File: config.mk
export PLATFORM = sky130hd
export DESIGN_NAME = acsl_aux_ctrl
export DESIGN_NICKNAME = d
export VERILOG_FILES = /design/src/shared/acsl_pkg.sv /design/src/verilog/acsl_scratch_map.sv /design/src/verilog/acsl_aux_ctrl.sv
export VERILOG_INCLUDE_DIRS = /design/src /design/src/shared
export SDC_FILE = /design/constraint.sdc
export NUM_CORES = 1
export LEC_CHECK = 0
export BUFFER_PORTS_ARGS = -buffer_cell sky130_fd_sc_hd__buf_2
export CORE_AREA = 2 2 94 96
export DETAILED_ROUTE_END_ITERATION = 8
export DIE_AREA = 0 0 96 98
export GPL_ROUTABILITY_DRIVEN = 0
export GPL_TIMING_DRIVEN = 0
export PLACE_DENSITY = 0.8
export SYNTH_ARGS = -nofsm -noshare
export SYNTH_HDL_FRONTEND = slang
export SYNTH_SLANG_ARGS = --single-unit
File: constraint.sdc
create_clock -name SYS_CLK -period 2.2 [get_ports SYS_CLK]
set_clock_uncertainty 0.15 [all_clocks]
set_input_delay 0.55 -clock SYS_CLK [delete_from_list [all_inputs] [get_ports SYS_CLK]]
set_output_delay 0.55 -clock SYS_CLK [all_outputs]
set_load 0.005 [all_outputs]
File: src/shared/acsl_consts.svh
`ifndef ACSL_CONSTS_SVH
`define ACSL_CONSTS_SVH

// Register window and word offsets
`define ACSL_REG_BASE        32'h1380_0000
`define ACSL_OFS_CTRL        4'h0
`define ACSL_OFS_LOCK        4'h4
`define ACSL_OFS_TRY1        4'h8
`define ACSL_OFS_TRY2        4'hC

// Control register fields
`define ACSL_CTRL_SLEEP_BIT  31
`define ACSL_CTRL_WAKE_BIT   2
`define ACSL_CTRL_PULSE_BIT  1
`define ACSL_CTRL_RESET_BIT  0

// Reset values
`define ACSL_RST_WAKE_ONLY   1'b0
`define ACSL_RST_SOFT_RESET  1'b1
`define ACSL_RST_LOCK        2'h0

// Start address after reset or non-maskable exception
`define ACSL_BOOT_VECTOR     32'hF400_8000

// Scratch memory windows (32 KB each)
`define ACSL_WIN_LOCAL       32'hF400_0000
`define ACSL_WIN_ALT         32'hF400_8000
`define ACSL_WIN_PHYS        32'h1380_8000

`endif

File: src/shared/acsl_pkg.sv
package acsl_pkg;

	// Registers known to the bus slave
	typedef enum logic [2:0] {
		ACSL_REG_CTRL,
		ACSL_REG_LOCK,
		ACSL_REG_TRY1,
		ACSL_REG_TRY2,
		ACSL_REG_NONE
	} acsl_reg_t;

	// Response sequencer of the bus slave
	typedef enum logic [1:0] {
		ACSL_RSP_OKAY,
		ACSL_RSP_ERR_FIRST,
		ACSL_RSP_ERR_LAST
	} acsl_rsp_t;

endpackage

File: src/verilog/acsl_scratch_map.sv
`timescale 1ns/1ps
`default_nettype none
`include "acsl_consts.svh"

module acsl_scratch_map #(
	parameter int BANKS   = 4,
	parameter int BANK_AW = 13
) (
	input  wire logic [31:0]              addr,
	input  wire logic                     req,
	input  wire logic                     from_aux,
	output logic                          hit,
	output logic [$clog2(BANKS)-1:0]      bank,
	output logic [BANK_AW-1:0]            offset
);

	localparam int WIN_AW = BANK_AW + $clog2(BANKS);
	localparam int HI_W   = 32 - WIN_AW;

	localparam logic [HI_W-1:0] LOCAL_HI = HI_W'(`ACSL_WIN_LOCAL >> WIN_AW);
	localparam logic [HI_W-1:0] ALT_HI   = HI_W'(`ACSL_WIN_ALT >> WIN_AW);
	localparam logic [HI_W-1:0] PHYS_HI  = HI_W'(`ACSL_WIN_PHYS >> WIN_AW);

	logic in_local;
	logic in_alt;
	logic in_phys;

	// No translation: the issued address itself selects the window
	always_comb begin
		in_local = addr[31:WIN_AW] == LOCAL_HI;
		in_alt   = addr[31:WIN_AW] == ALT_HI;
		in_phys  = addr[31:WIN_AW] == PHYS_HI;
		// Local window belongs to the helper core alone
		hit = req && (in_alt || in_phys || (from_aux && in_local));
		// Each window base is window aligned, so low bits give bank and offset
		bank   = addr[WIN_AW-1:BANK_AW];
		offset = addr[BANK_AW-1:0];
	end

endmodule
`default_nettype wire

File: src/verilog/acsl_aux_ctrl.sv
// Contract
// - Control bit 31 reads helper sleep status
// - Wake-only set: pulse wakes, no exception
// - Wake-only clear: pulse wakes and raises exception
// - Bit 1 write one pulses; reads zero
// - Bit 0 holds core in reset; resets one
// - Reset and exception start at fixed vector
// - Executed wait instruction sets sleep flag
// - Wake-only wake resumes after wait instruction
// - Control bits 30 to 3 read zero
// - Try-one read loads lock if free
// - Try read returns updated lock word
// - Try write stores value only
// - Try-two behaves like try-one
// - Registers decoded from fixed base address
// - Scratch visible at physical and alternate windows
// - Local window reserved for helper core
// - Four 8 KB banks mapped consecutively
// - Different banks may be accessed concurrently
// - Helper addresses used without translation
`timescale 1ns/1ps
`default_nettype none
`include "acsl_consts.svh"

module acsl_aux_ctrl
	import acsl_pkg::*;
#(
	parameter int LOCK_W  = 2,
	parameter int BANKS   = 4,
	parameter int BANK_AW = 13
) (
	input  wire logic                     SYS_CLK,
	input  wire logic                     RST,
	input  wire logic                     CE,
	// Register bus (AHB-Lite slave)
	input  wire logic                     HSEL,
	input  wire logic [31:0]              HADDR,
	input  wire logic [1:0]               HTRANS,
	input  wire logic                     HWRITE,
	input  wire logic [2:0]               HSIZE,
	input  wire logic [31:0]              HWDATA,
	input  wire logic                     HREADY,
	output logic [31:0]                   HRDATA,
	output logic                          HREADYOUT,
	output logic                          HRESP,
	// Helper core control
	input  wire logic                     AUX_WAIT_EXEC,
	output logic                          AUX_RESET,
	output logic                          AUX_WAKE,
	output logic                          AUX_NMI,
	output logic                          AUX_RESUME_NEXT,
	output logic [31:0]                   AUX_BOOT_VECTOR,
	// Scratch memory address mapping
	input  wire logic                     AUX_MEM_REQ,
	input  wire logic [31:0]              AUX_MEM_ADDR,
	input  wire logic                     SYS_MEM_REQ,
	input  wire logic [31:0]              SYS_MEM_ADDR,
	output logic                          AUX_MEM_HIT,
	output logic [$clog2(BANKS)-1:0]      AUX_MEM_BANK,
	output logic [BANK_AW-1:0]            AUX_MEM_OFFSET,
	output logic                          SYS_MEM_HIT,
	output logic                          SYS_MEM_STALL,
	output logic [$clog2(BANKS)-1:0]      SYS_MEM_BANK,
	output logic [BANK_AW-1:0]            SYS_MEM_OFFSET
);

	localparam int BW = $clog2(BANKS);
	// Register window base without its word offset bits
	localparam logic [27:0] REG_BASE_HI = 28'(`ACSL_REG_BASE >> 4);

	if (LOCK_W < 1 || LOCK_W > 30) begin : g_chk_lock
		$error("LOCK_W must be 1 to 30");
	end
	if (BANKS < 2 || (BANKS & (BANKS - 1)) != 0 || BANK_AW + BW > 16) begin : g_chk_map
		$error("BANKS must be a power of two and the window at most 64 KB");
	end

	// Claim the lock word for a try value only while it is free
	function automatic logic [LOCK_W-1:0] lock_claim(
		input logic [LOCK_W-1:0] lock,
		input logic [LOCK_W-1:0] try_val
	);
		lock_claim = (lock == '0) ? try_val : lock;
	endfunction

	// Misaligned or outside the four words: bus error
	function automatic acsl_reg_t reg_decode(input logic [31:0] addr);
		reg_decode = ACSL_REG_NONE;
		if (addr[31:4] == REG_BASE_HI && addr[1:0] == 2'b00) begin
			case (addr[3:0])
				`ACSL_OFS_CTRL: reg_decode = ACSL_REG_CTRL;
				`ACSL_OFS_LOCK: reg_decode = ACSL_REG_LOCK;
				`ACSL_OFS_TRY1: reg_decode = ACSL_REG_TRY1;
				`ACSL_OFS_TRY2: reg_decode = ACSL_REG_TRY2;
				default:        reg_decode = ACSL_REG_NONE;
			endcase
		end
	endfunction

	// Bus and register state
	acsl_rsp_t         rsp_q, rsp_d;
	acsl_reg_t         wr_reg_q, wr_reg_d;
	logic              wr_pend_q, wr_pend_d;
	logic [31:0]       rdata_q, rdata_d;
	logic              wake_only_q, wake_only_d;
	logic              soft_reset_q, soft_reset_d;
	logic              sleep_q, sleep_d;
	logic [LOCK_W-1:0] lock_q, lock_d;
	logic [LOCK_W-1:0] try1_q, try1_d;
	logic [LOCK_W-1:0] try2_q, try2_d;
	logic              wake_q, wake_d;
	logic              nmi_q, nmi_d;
	logic              resume_q, resume_d;
	// Constant, yet registered so every output leaves a flip-flop
	logic [31:0]       vector_q;

	logic              accept;
	logic              pulse_req;
	acsl_reg_t         a_reg;

	always_comb begin
		rsp_d        = ACSL_RSP_OKAY;
		wr_reg_d     = wr_reg_q;
		wr_pend_d    = 1'b0;
		rdata_d      = 32'h0000_0000;
		wake_only_d  = wake_only_q;
		soft_reset_d = soft_reset_q;
		lock_d       = lock_q;
		try1_d       = try1_q;
		try2_d       = try2_q;
		pulse_req    = 1'b0;

		// Data phase of a write: HWDATA is valid now
		if (wr_pend_q) begin
			case (wr_reg_q)
				ACSL_REG_CTRL: begin
					wake_only_d  = HWDATA[`ACSL_CTRL_WAKE_BIT];
					soft_reset_d = HWDATA[`ACSL_CTRL_RESET_BIT];
					pulse_req    = HWDATA[`ACSL_CTRL_PULSE_BIT];
				end
				ACSL_REG_LOCK: lock_d = HWDATA[LOCK_W-1:0];
				ACSL_REG_TRY1: try1_d = HWDATA[LOCK_W-1:0];
				ACSL_REG_TRY2: try2_d = HWDATA[LOCK_W-1:0];
				default: ;
			endcase
		end

		// Address phase; reads see the write just completing via the _d values
		accept = HSEL && HREADY && HTRANS[1];
		a_reg  = reg_decode(HADDR);
		if (rsp_q == ACSL_RSP_ERR_FIRST) begin
			rsp_d = ACSL_RSP_ERR_LAST;
		end else if (accept) begin
			if (a_reg == ACSL_REG_NONE) begin
				rsp_d = ACSL_RSP_ERR_FIRST;
			end else if (HWRITE) begin
				wr_pend_d = 1'b1;
				wr_reg_d  = a_reg;
			end else begin
				// Read-modify happens here in one cycle, so no other access can interleave
				case (a_reg)
					ACSL_REG_CTRL: begin
						rdata_d[`ACSL_CTRL_SLEEP_BIT] = sleep_q;
						rdata_d[`ACSL_CTRL_WAKE_BIT]  = wake_only_d;
						rdata_d[`ACSL_CTRL_RESET_BIT] = soft_reset_d;
					end
					ACSL_REG_LOCK: rdata_d[LOCK_W-1:0] = lock_d;
					ACSL_REG_TRY1: begin
						lock_d              = lock_claim(lock_d, try1_d);
						rdata_d[LOCK_W-1:0] = lock_d;
					end
					ACSL_REG_TRY2: begin
						lock_d              = lock_claim(lock_d, try2_d);
						rdata_d[LOCK_W-1:0] = lock_d;
					end
					default: ;
				endcase
			end
		end
	end

	always_ff @(posedge SYS_CLK) begin
		if (RST) begin
			rsp_q        <= ACSL_RSP_OKAY;
			wr_reg_q     <= ACSL_REG_NONE;
			wr_pend_q    <= 1'b0;
			rdata_q      <= 32'h0000_0000;
			wake_only_q  <= `ACSL_RST_WAKE_ONLY;
			soft_reset_q <= `ACSL_RST_SOFT_RESET;
			lock_q       <= LOCK_W'(`ACSL_RST_LOCK);
			try1_q       <= '0;
			try2_q       <= '0;
		end else if (CE) begin
			rsp_q        <= rsp_d;
			wr_reg_q     <= wr_reg_d;
			wr_pend_q    <= wr_pend_d;
			rdata_q      <= rdata_d;
			wake_only_q  <= wake_only_d;
			soft_reset_q <= soft_reset_d;
			lock_q       <= lock_d;
			try1_q       <= try1_d;
			try2_q       <= try2_d;
		end
	end

	// Response flags registered so no bus output is decoded from state
	logic              hready_q, hready_d;
	logic              hresp_q, hresp_d;

	always_comb begin
		hready_d = (rsp_d != ACSL_RSP_ERR_FIRST);
		hresp_d  = (rsp_d != ACSL_RSP_OKAY);
	end

	always_ff @(posedge SYS_CLK) begin
		if (RST) begin
			hready_q <= 1'b1;
			hresp_q  <= 1'b0;
		end else if (CE) begin
			hready_q <= hready_d;
			hresp_q  <= hresp_d;
		end
	end

	// Helper core wake, exception and sleep tracking
	always_comb begin
		// A pulse is sent even while the core is held in reset
		wake_d   = pulse_req;
		nmi_d    = pulse_req && !wake_only_d;
		// Core continues after its wait when only woken
		resume_d = pulse_req && wake_only_d;
		sleep_d  = sleep_q;
		if (pulse_req || soft_reset_q) begin
			sleep_d = 1'b0;
		end
		// A wait reported in the cycle of a wake still puts the core to sleep
		if (AUX_WAIT_EXEC && !soft_reset_q) begin
			sleep_d = 1'b1;
		end
	end

	always_ff @(posedge SYS_CLK) begin
		if (RST) begin
			wake_q   <= 1'b0;
			nmi_q    <= 1'b0;
			resume_q <= 1'b0;
			sleep_q  <= 1'b0;
			vector_q <= `ACSL_BOOT_VECTOR;
		end else if (CE) begin
			wake_q   <= wake_d;
			nmi_q    <= nmi_d;
			resume_q <= resume_d;
			sleep_q  <= sleep_d;
			vector_q <= vector_q;
		end
	end

	// Scratch memory mapping for helper core and for other masters
	logic          aux_hit, sys_hit;
	logic [BW-1:0] aux_bank, sys_bank;
	logic [BANK_AW-1:0] aux_ofs, sys_ofs;

	acsl_scratch_map #(
		.BANKS   (BANKS),
		.BANK_AW (BANK_AW)
	) u_map_aux (
		.addr     (AUX_MEM_ADDR),
		.req      (AUX_MEM_REQ),
		.from_aux (1'b1),
		.hit      (aux_hit),
		.bank     (aux_bank),
		.offset   (aux_ofs)
	);

	acsl_scratch_map #(
		.BANKS   (BANKS),
		.BANK_AW (BANK_AW)
	) u_map_sys (
		.addr     (SYS_MEM_ADDR),
		.req      (SYS_MEM_REQ),
		.from_aux (1'b0),
		.hit      (sys_hit),
		.bank     (sys_bank),
		.offset   (sys_ofs)
	);

	logic               m_aux_hit_q, m_aux_hit_d;
	logic               m_sys_hit_q, m_sys_hit_d;
	logic               m_stall_q, m_stall_d;
	logic [BW-1:0]      m_aux_bank_q, m_aux_bank_d;
	logic [BW-1:0]      m_sys_bank_q, m_sys_bank_d;
	logic [BANK_AW-1:0] m_aux_ofs_q, m_aux_ofs_d;
	logic [BANK_AW-1:0] m_sys_ofs_q, m_sys_ofs_d;

	always_comb begin
		m_aux_hit_d  = aux_hit;
		m_aux_bank_d = aux_bank;
		m_aux_ofs_d  = aux_ofs;
		m_sys_bank_d = sys_bank;
		m_sys_ofs_d  = sys_ofs;
		// Only a same-bank collision serialises; the helper core has priority
		m_stall_d    = sys_hit && aux_hit && (sys_bank == aux_bank);
		m_sys_hit_d  = sys_hit && !m_stall_d;
	end

	always_ff @(posedge SYS_CLK) begin
		if (RST) begin
			m_aux_hit_q  <= 1'b0;
			m_sys_hit_q  <= 1'b0;
			m_stall_q    <= 1'b0;
			m_aux_bank_q <= '0;
			m_sys_bank_q <= '0;
			m_aux_ofs_q  <= '0;
			m_sys_ofs_q  <= '0;
		end else if (CE) begin
			m_aux_hit_q  <= m_aux_hit_d;
			m_sys_hit_q  <= m_sys_hit_d;
			m_stall_q    <= m_stall_d;
			m_aux_bank_q <= m_aux_bank_d;
			m_sys_bank_q <= m_sys_bank_d;
			m_aux_ofs_q  <= m_aux_ofs_d;
			m_sys_ofs_q  <= m_sys_ofs_d;
		end
	end

	assign HRDATA          = rdata_q;
	assign HREADYOUT       = hready_q;
	assign HRESP           = hresp_q;
	assign AUX_RESET       = soft_reset_q;
	assign AUX_WAKE        = wake_q;
	assign AUX_NMI         = nmi_q;
	assign AUX_RESUME_NEXT = resume_q;
	assign AUX_BOOT_VECTOR = vector_q;
	assign AUX_MEM_HIT     = m_aux_hit_q;
	assign AUX_MEM_BANK    = m_aux_bank_q;
	assign AUX_MEM_OFFSET  = m_aux_ofs_q;
	assign SYS_MEM_HIT     = m_sys_hit_q;
	assign SYS_MEM_STALL   = m_stall_q;
	assign SYS_MEM_BANK    = m_sys_bank_q;
	assign SYS_MEM_OFFSET  = m_sys_ofs_q;

endmodule
`default_nettype wire

# Word-level counts from Yosys, hierarchy flattened
# Cells that the tools add are included.
# W data, S select, Z words.
[op_classes]
n_eq_ne = 19
mux = 42
n_bitwise = 2
reduce_logical = 27
[op_table]
columns = ["op", "n"]
rows = [
  ["$eq A17 B17 Y1 const B", 3],
  ["$eq A17 B14 Y1 const B", 2],
  ["$eq A28 B25 Y1 const B", 1],
  ["$mux W2", 13],
  ["$mux W1", 20],
  ["$mux W3", 5],
  ["$eq A3 B2 Y1 const B", 4],
  ["$pmux W3 S4", 1],
  ["$logic_and A1 B1 Y1", 11],
  ["$eq A4 B4 Y1 const B", 2],
  ["$eq A3 B1 Y1 const B", 2],
  ["$logic_not A3 Y1", 2],
  ["$reduce_and A5 Y1", 1],
  ["$eq A4 B3 Y1 const B", 1],
  ["$logic_not A2 Y1", 2],
  ["$logic_not A4 Y1", 1],
  ["$logic_or A1 B1 Y1", 4],
  ["$pmux W1 S4", 1],
  ["$pmux W2 S2", 1],
  ["$reduce_bool A2 Y1", 2],
  ["$eq A3 B3 Y1 const B", 1],
  ["$logic_not A1 Y1", 3],
  ["$pmux W1 S3", 1],
  ["$eq A2 B1 Y1 const B", 1],
  ["other kinds (4)", 5],
]
[word_totals]
register_bits = 57
input_bits = 142
out_inout_bits = 103
elab_cells = 112

# Depth between registers and ports, before layout
# Gate-level depths: netlist (run 1).
[logic_depth]
word_depth = 10
depth_mapped = 6
ltp_nobuf = 5

# By module
# A second synthesis (run 1) with hierarchy kept.
[hier_totals]
cells_unflattened = 374
hier_area_um2 = 3215.6
[modules_own_cells]
columns = ["mod", "n_inst", "cells_each", "area_each_um2", "seq_area_each_um2"]
rows = [
  ["acsl_aux_ctrl", 1, 324, 2830.2, 1141.1],
  ["acsl_scratch_map", 2, 25, 192.7, 0.0],
]

# Least setup slack after synthesis (run 1)
# Ideal clock, no wire load.
[synth_path]
path_kind = "input to register"
start = "input HADDR[26]"
end = "register lock_q[0]"
setup_ps = 91
arrival_time_ps = 1768
required_ps = 1959
path_slack_ps = 191
path_stages = 5
path_buffers = 0
path_cell_list = "nor4b_2 > nand4_4 > nor4_2 > nand4_1 > a311oi_1"
[synth_between]
elab_chain_len = 9
elab_cells_between_ends = 11
classes_between = "4 x eq/ne; 6 x mux; 1 x reduce/logical"
[synth_lines]
columns = ["element", "line", "text"]
rows = [
  ["start: declaration", "acsl_aux_ctrl.sv:37", "input wire logic [31:0] HADDR,"],
  ["$eq A28 B25 Y1 *", "acsl_aux_ctrl.sv:89", "if (addr[31:4] == REG_BASE_HI && addr[1:0] == 2'b00) begin"],
  ["$logic_and A1 B1 Y1 *", "acsl_aux_ctrl.sv:89", ""],
  ["$mux W3 *", "acsl_aux_ctrl.sv:89", ""],
  ["$eq A3 B2 Y1", "acsl_aux_ctrl.sv:161", "case (a_reg)"],
  ["$pmux W2 S2", "acsl_aux_ctrl.sv:161", ""],
  ["$mux W2", "acsl_aux_ctrl.sv:156", "end else if (HWRITE) begin"],
  ["$mux W2 *", "acsl_aux_ctrl.sv:154", "if (a_reg == ACSL_REG_NONE) begin"],
  ["$mux W2 *", "acsl_aux_ctrl.sv:153", "end else if (accept) begin"],
  ["$mux W2 *", "acsl_aux_ctrl.sv:151", "if (rsp_q == ACSL_RSP_ERR_FIRST) begin"],
  ["end signal: assignment", "acsl_aux_ctrl.sv:190", "lock_q <= LOCK_W'(`ACSL_RST_LOCK);"],
  ["end signal: assignment", "acsl_aux_ctrl.sv:200", "lock_q <= lock_d;"],
  ["end: declaration", "acsl_aux_ctrl.sv:108", "logic [LOCK_W-1:0] lock_q, lock_d;"],
]
# Every way passes the cells marked *; elsewhere a longest branch is shown, timed or not.
# A chain may end at the register's enable or synchronous reset.

# Worst setup path after layout (run 1)
[layout_path]
start = "register wr_reg_q[0]"
end = "register lock_q[0]"
[layout_between]
elab_chain_len = 10
elab_cells_between_ends = 17
classes_between = "3 x eq/ne; 13 x mux; 1 x reduce/logical"
[layout_lines]
columns = ["element", "line", "text"]
rows = [
  ["start: declaration", "acsl_aux_ctrl.sv:102", "acsl_reg_t wr_reg_q, wr_reg_d;"],
  ["start signal: assignment", "acsl_aux_ctrl.sv:195", "wr_reg_q <= wr_reg_d;"],
  ["$eq A3 B1 Y1", "acsl_aux_ctrl.sv:135", "case (wr_reg_q)"],
  ["$mux W2", "acsl_aux_ctrl.sv:135", ""],
  ["$mux W2", "acsl_aux_ctrl.sv:134", "if (wr_pend_q) begin"],
  ["$logic_not A2 Y1", "acsl_aux_ctrl.sv:83", "lock_claim = (lock == '0) ? try_val : lock;"],
  ["$mux W2", "acsl_aux_ctrl.sv:83", ""],
  ["$pmux W2 S2", "acsl_aux_ctrl.sv:161", ""],
  ["$mux W2", "acsl_aux_ctrl.sv:156", ""],
  ["$mux W2", "acsl_aux_ctrl.sv:154", ""],
  ["$mux W2", "acsl_aux_ctrl.sv:153", ""],
  ["$mux W2 *", "acsl_aux_ctrl.sv:151", ""],
]
# Marked as above.

==> flow_summary.ini, run 1 <==
[layout]
design_area_sq_um = 4380
fin_nets = 696
antenna_cells = 0
drive_above_1_share = 0.434
instances_no_fill = 666
area_growth_syn_to_layout_pct = 41.1

[routing]
wire_per_inst_microns = 12.0
drc = 0
vias_per_cell = 4.45
routed_wl_microns = 8020
drt_iter0_markers = 112
ant_nets = 0
dr_total_vias = 2961
drtPass1Iterations = 4

[clocking]
root_buffer = clkbuf_8
cts.sink_count = 57
h-tree-depth = 3
cts_setup_buffers = 0
post_cts.resized_instances = 0
ctsHoldBuffers = 0
cts_tree = built
clkTransAtPathRegs_ps = 70
clock_latency_ps = 330
numCtsBuffers = 9
clock_path_buffers = 2

[sta]
fin_crit_ps = 2060
worstMarginPinSlew_ps = 709
rsz0062_at_grt = no
timing.max_slew.rel_slack = 0.527
final-setup-viol-count = 0
hold_viol = 0
max_freq_mhz = 485
slew_viol_final = 0
final.period_utilization = 0.938

[synthesis]
syn_area_per_cell_sq_um = 9.24
ys_ff_latch = 57
ys_top_cells_by_area = dfxtp_1 (37%), buf_4 (15%), mux2i_1 (14%)
synth_top_area_share = 0.368
ys_seq_area_frac = 0.368
yosys-top-cells-count = buf_4 (61), dfxtp_1 (57), nor2_1 (48)
synth_edf_count = 0
synth_cells = 336
ys.flop_type = dfxtp_1
synth-async-reset-ratio = 0
post_synth_num_cell_types = 51
yosysWarnings = 0
synth.most_common_cell = buf_4
synth.cell_area_sq_um = 3100
yosys.area.top_type = dfxtp_1

[worst_setup_path]
worst_ep_arrival_time_ps = 2150
crit_family = simple AND/OR/NAND/NOR gates
path_buf_inv = 0
cpMaxStageDelayCell = dfxtp_1
path_cells = nor4bb_4 -> mux2_4 -> o211ai_1 -> nand4_1 -> a311oi_1
crit_path_max_fanout = 5
r2r_slack_ps = 140
worstSetupPathType = reg2reg
critPathLaunchType = register
end_kind = register
worstPathRequired_ps = 2290
max_stage_delay_ps = 430

[power_and_ir_drop]
peakVddDrop_mv = 0.366
p_switching_mw = 0.593
seqPwrFrac = 0.455
totalPowerFinal_mw = 2.40
switching_share = 0.247
power_density_nw_per_um2 = 547
combPwrFrac = 0.168
power_frac_clock = 0.378
p_int_mw = 1.80
p_leak_nw = 2.25

[floorplan]
die_x_microns = 96
die_h_microns = 98
die_area_sq_um = 9410
coreArea_sq_um = 8470
io_pins = 245
initial_utilization = 0.367
core.rowCount = 34

[grt]
grt_pass1_wl_microns = 12100
overflow = 0
grt_usage = 0.163
grt_max_degree = 11
grt_pass1_vias = 2721
antenna_found_initial = 0

[place]
place_area_sq_um = 4200
place_inst = 651
hpwl_microns = 6550
io_buffer_count = 149

[worst_hold_path]
min_path_type = in2reg

[outcome]
status = completed

[job]
drv_cap = 0
==> flip-flops by register name, summed over array words and instances, names as in the netlist, 2 cells and up <==
register,cells
SYS_MEM_OFFSET,13
try2_q,2
wr_reg_q,3
HRDATA,4
AUX_MEM_BANK,2
try1_q,2
AUX_MEM_OFFSET,13
lock_q,2
SYS_MEM_BANK,2
rsp_q,2
==> worst paths after layout <==
path                                 startpoint                end  cells after the start
worst max-delay path                wr_reg_q[0]          lock_q[0]                      5
worst min-delay path            AUX_MEM_ADDR[0]  AUX_MEM_OFFSET[0]                      3
worst max register to register      wr_reg_q[0]          lock_q[0]                      5
worst min register to register        HRDATA[0]          HRDATA[0]                      2
==> through the flow <==
stage,hold WS [ps],setup TNS (ps),worst slack [ps],utilization
4_1_cts,291,0,161,0.517
6_report,304,0,137,0.517
3_5_place_dp,298,-868,-152,0.496
3_3_place_gp,290,-816,-149,0.496
2_1_floorplan,284,0,191,-
5_1_grt,295,0,18.3,0.517
==> power groups by stage <==
stage | Clock, mW | Sequential [mW] | Combinational, mW
4_1_cts | 0.926 | 1.09 | 0.400
6_report | 0.906 | 1.09 | 0.401
2_1_floorplan | 0 | 1.11 | 0.227
3_3_place_gp | 0 | 1.11 | 0.388
3_5_place_dp | 0 | 1.11 | 0.399
5_1_grt | 0.972 | 1.09 | 0.446
==> layout make-up <==
cell class / instances / area, sq um
Buffer: 75 / 564
Inverter: 5 / 18.8
Fill cell: 781 / 4090
Clock buffer: 11 / 131
Tap cell: 108 / 135
Clock inverter: 4 / 45.0
Timing Repair Buffer: 149 / 746
Sequential cell: 57 / 1140
Multi-Input combinational cell: 257 / 1600
==> worst min-delay path, cell delays in order <==
cell and delay (ps):
buf_2 80, mux2i_1 50, nor2_1 70
==> per-layer routing <==
layer | track usage | vias to the layer above | share of wire
li1 | - | 1489 | -
met1 | 0.171 | 1300 | 0.38
met2 | 0.300 | 160 | 0.52
met3 | 0.0378 | 12 | 0.090
met4 | 0.0758 | 0 | 0.016
met5 | 0 | - | 0
==> cells in the final DEF (no fill, tap or decap), drive strengths merged, types with 3 or more instances in the layout <==
cell type / n
o21ai: 4
o211ai: 3
clkinv: 3
nor2: 48
clkbuf: 23
nor3: 3
nor4b: 5
nand4: 7
a211oi: 3
nand3: 9
buf: 212
mux2i: 42
dfxtp: 57
conb: 60
a21oi: 13
nand2: 18
nor4: 10
inv: 5
nand2b: 3
==> cells by family after synthesis <==
kind of cell	Yosys count	synth area share
XOR/XNOR	2	0.00565
multiplexers	44	0.144
buffers and inverters	80	0.188
AND/OR/NAND/NOR	116	0.217
other	2	0.00242
AO/OA/AOI/OAI	35	0.0750
flip-flops	57	0.368
No activity file was read; power rests on OpenSTA's default activity.
==> run 2, diff against run 1 <==
Settings changed: CELL_PAD_IN_SITES_DETAIL_PLACEMENT set to 2, CELL_PAD_IN_SITES_GLOBAL_PLACEMENT set to 2, CORE_AREA 2 2 94 96 to unset, CORE_MARGIN set to 1, CORE_UTILIZATION set to 20, DIE_AREA 0 0 96 98 to unset, PLACE_DENSITY 0.8 to 0.83.
==> flow_summary.ini, run 2 (synthesized netlist as in run 1, its figures left out) <==
[outcome]
status = completed

[routing]
vias_per_cell = 4.13
ant_nets = 0
top_layer = met4
drt_iter0_markers = 64
met2_length_microns = 5450
drc = 0
drtPass1Iterations = 4
routed_wl_microns = 10400
wire_per_inst_microns = 13.9
dr_total_vias = 3090
met3WireLength_microns = 799
met1Wirelength_microns = 3930

[worst_setup_path]
cpMaxStageDelayCell = nor4bb_4
r2r_cells = 5
startpoint = wr_pend_q
worstSetupPathType = reg2reg
worstPathRequired_ps = 2300
worst_ep_arrival_time_ps = 2190
critPathLaunchType = register
path_buf_inv = 0
r2r-start = wr_pend_q
r2r_slack_ps = 110
end_kind = register
max_stage_delay_ps = 440
crit_family = simple AND/OR/NAND/NOR gates
reg2reg_to = lock_q[0]
path_cells = nor4bb_4 -> mux2_4 -> o211ai_1 -> nand4_1 -> a311oi_1
crit_path_max_fanout = 5

[sta]
rsz0062_at_grt = no
slew_viol_final = 0
fin_crit_ps = 2090
max_freq_mhz = 477
final-setup-viol-count = 0
setup_tns_ps = 0
hold_viol = 0
worstMarginPinSlew_ps = 745
timing.max_slew.rel_slack = 0.503
final.period_utilization = 0.952

[layout]
fin_nets = 698
instances_no_fill = 749
design_area_sq_um = 4640
post-route-util = 0.306
drive_above_1_share = 0.440
fillCellCount = 1767
final_common_cell = buf_2
antenna_cells = 0
final_cell_mix = buf_2 (149), buf_4 (63), conb_1 (60)
area_growth_syn_to_layout_pct = 49.4

[floorplan]
initial_utilization = 0.205
coreArea_sq_um = 15100
io_pins = 245
core.rowCount = 45
die_h_microns = 127
die_x_microns = 127
die_area_sq_um = 16000

[place]
place_area_sq_um = 4300
hpwl_microns = 8380
place_inst = 731
io_buffer_count = 149

[worst_hold_path]
whs_path_depth = 3
holdCritStartpoint = AUX_MEM_ADDR[0]
min_path_type = in2reg
hold_end = AUX_MEM_OFFSET[0]

[clocking]
numCtsBuffers = 9
clkTransAtPathRegs_ps = 60
clock_path_buffers = 2
cts_tree = built
clock_latency_ps = 330
root_buffer = clkbuf_16
h-tree-depth = 3
ctsHoldBuffers = 0
cts.sink_count = 57

[power_and_ir_drop]
totalPowerFinal_mw = 2.95
p_leak_nw = 2.33
power_density_nw_per_um2 = 637
peakVddDrop_mv = 0.342

[grt]
grt_pass1_vias = 3276
grt_max_degree = 11
grt_usage = 0.129
grt_pass1_wl_microns = 15800
antenna_found_initial = 0
overflow = 0

[job]
drv_cap = 0
==> run 2: per-stage QoR <==
step                      hold slack, ps  setup WS (ps)
after detailed placement             301           -243
after CTS                            292           46.9
after global placement               292           -107
final                                306            106
after global routing                 313           4.07
after floorplan                      284            191
==> run 2: worst reg2reg max path, stage by stage, from the launching register on <==
cell,delay (ps)
dfxtp_1,390
nor4bb_4,440
mux2_4,370
o211ai_1,250
nand4_1,140
a311oi_1,270
==> run 2: worst max path at each step <==
stage | to | slack [ps] | cells after the start
3_3_place_gp | lock_q[0] | -110 | 6
6_report | lock_q[0] | 110 | 5
5_1_grt | lock_q[0] | 4 | 5
2_1_floorplan | lock_q[0] | 190 | 5
3_5_place_dp | lock_q[0] | -240 | 6
4_1_cts | HRDATA[0] | 50 | 5
==> run 2: area by class of cell <==
cell class / count / area [sq um] / area share
well taps: 188 / 235 / 0.0507
multi-input cells: 257 / 1610 / 0.347
clock buffers: 12 / 256 / 0.0553
plain buffers: 75 / 564 / 0.122
repair buffers: 151 / 761 / 0.164
inverters: 5 / 18.8 / 0.00405
flip-flops and latches: 57 / 1140 / 0.246
clock inverters: 4 / 51.3 / 0.0111
==> run 2: per-layer routing <==
layer	track usage	vias up
met5	0	-
met3	0.0418	19
li1	-	1492
met1	0.129	1449
met4	0.0609	0
met2	0.240	130
==> run 2: what timing repair did <==
item,in CTS,in global routing
setup buffers,0,2
gates resized for setup,0,2
endpoints found under the setup margin,0,3
==> run 2: power breakdown <==
part	leakage [nW]	total, mW	switching [mW]	internal (mW)
logic	1.71	0.415	0.191	0.223
clock network	0.149	1.45	0.509	0.938
registers	0.466	1.09	0.0203	1.07
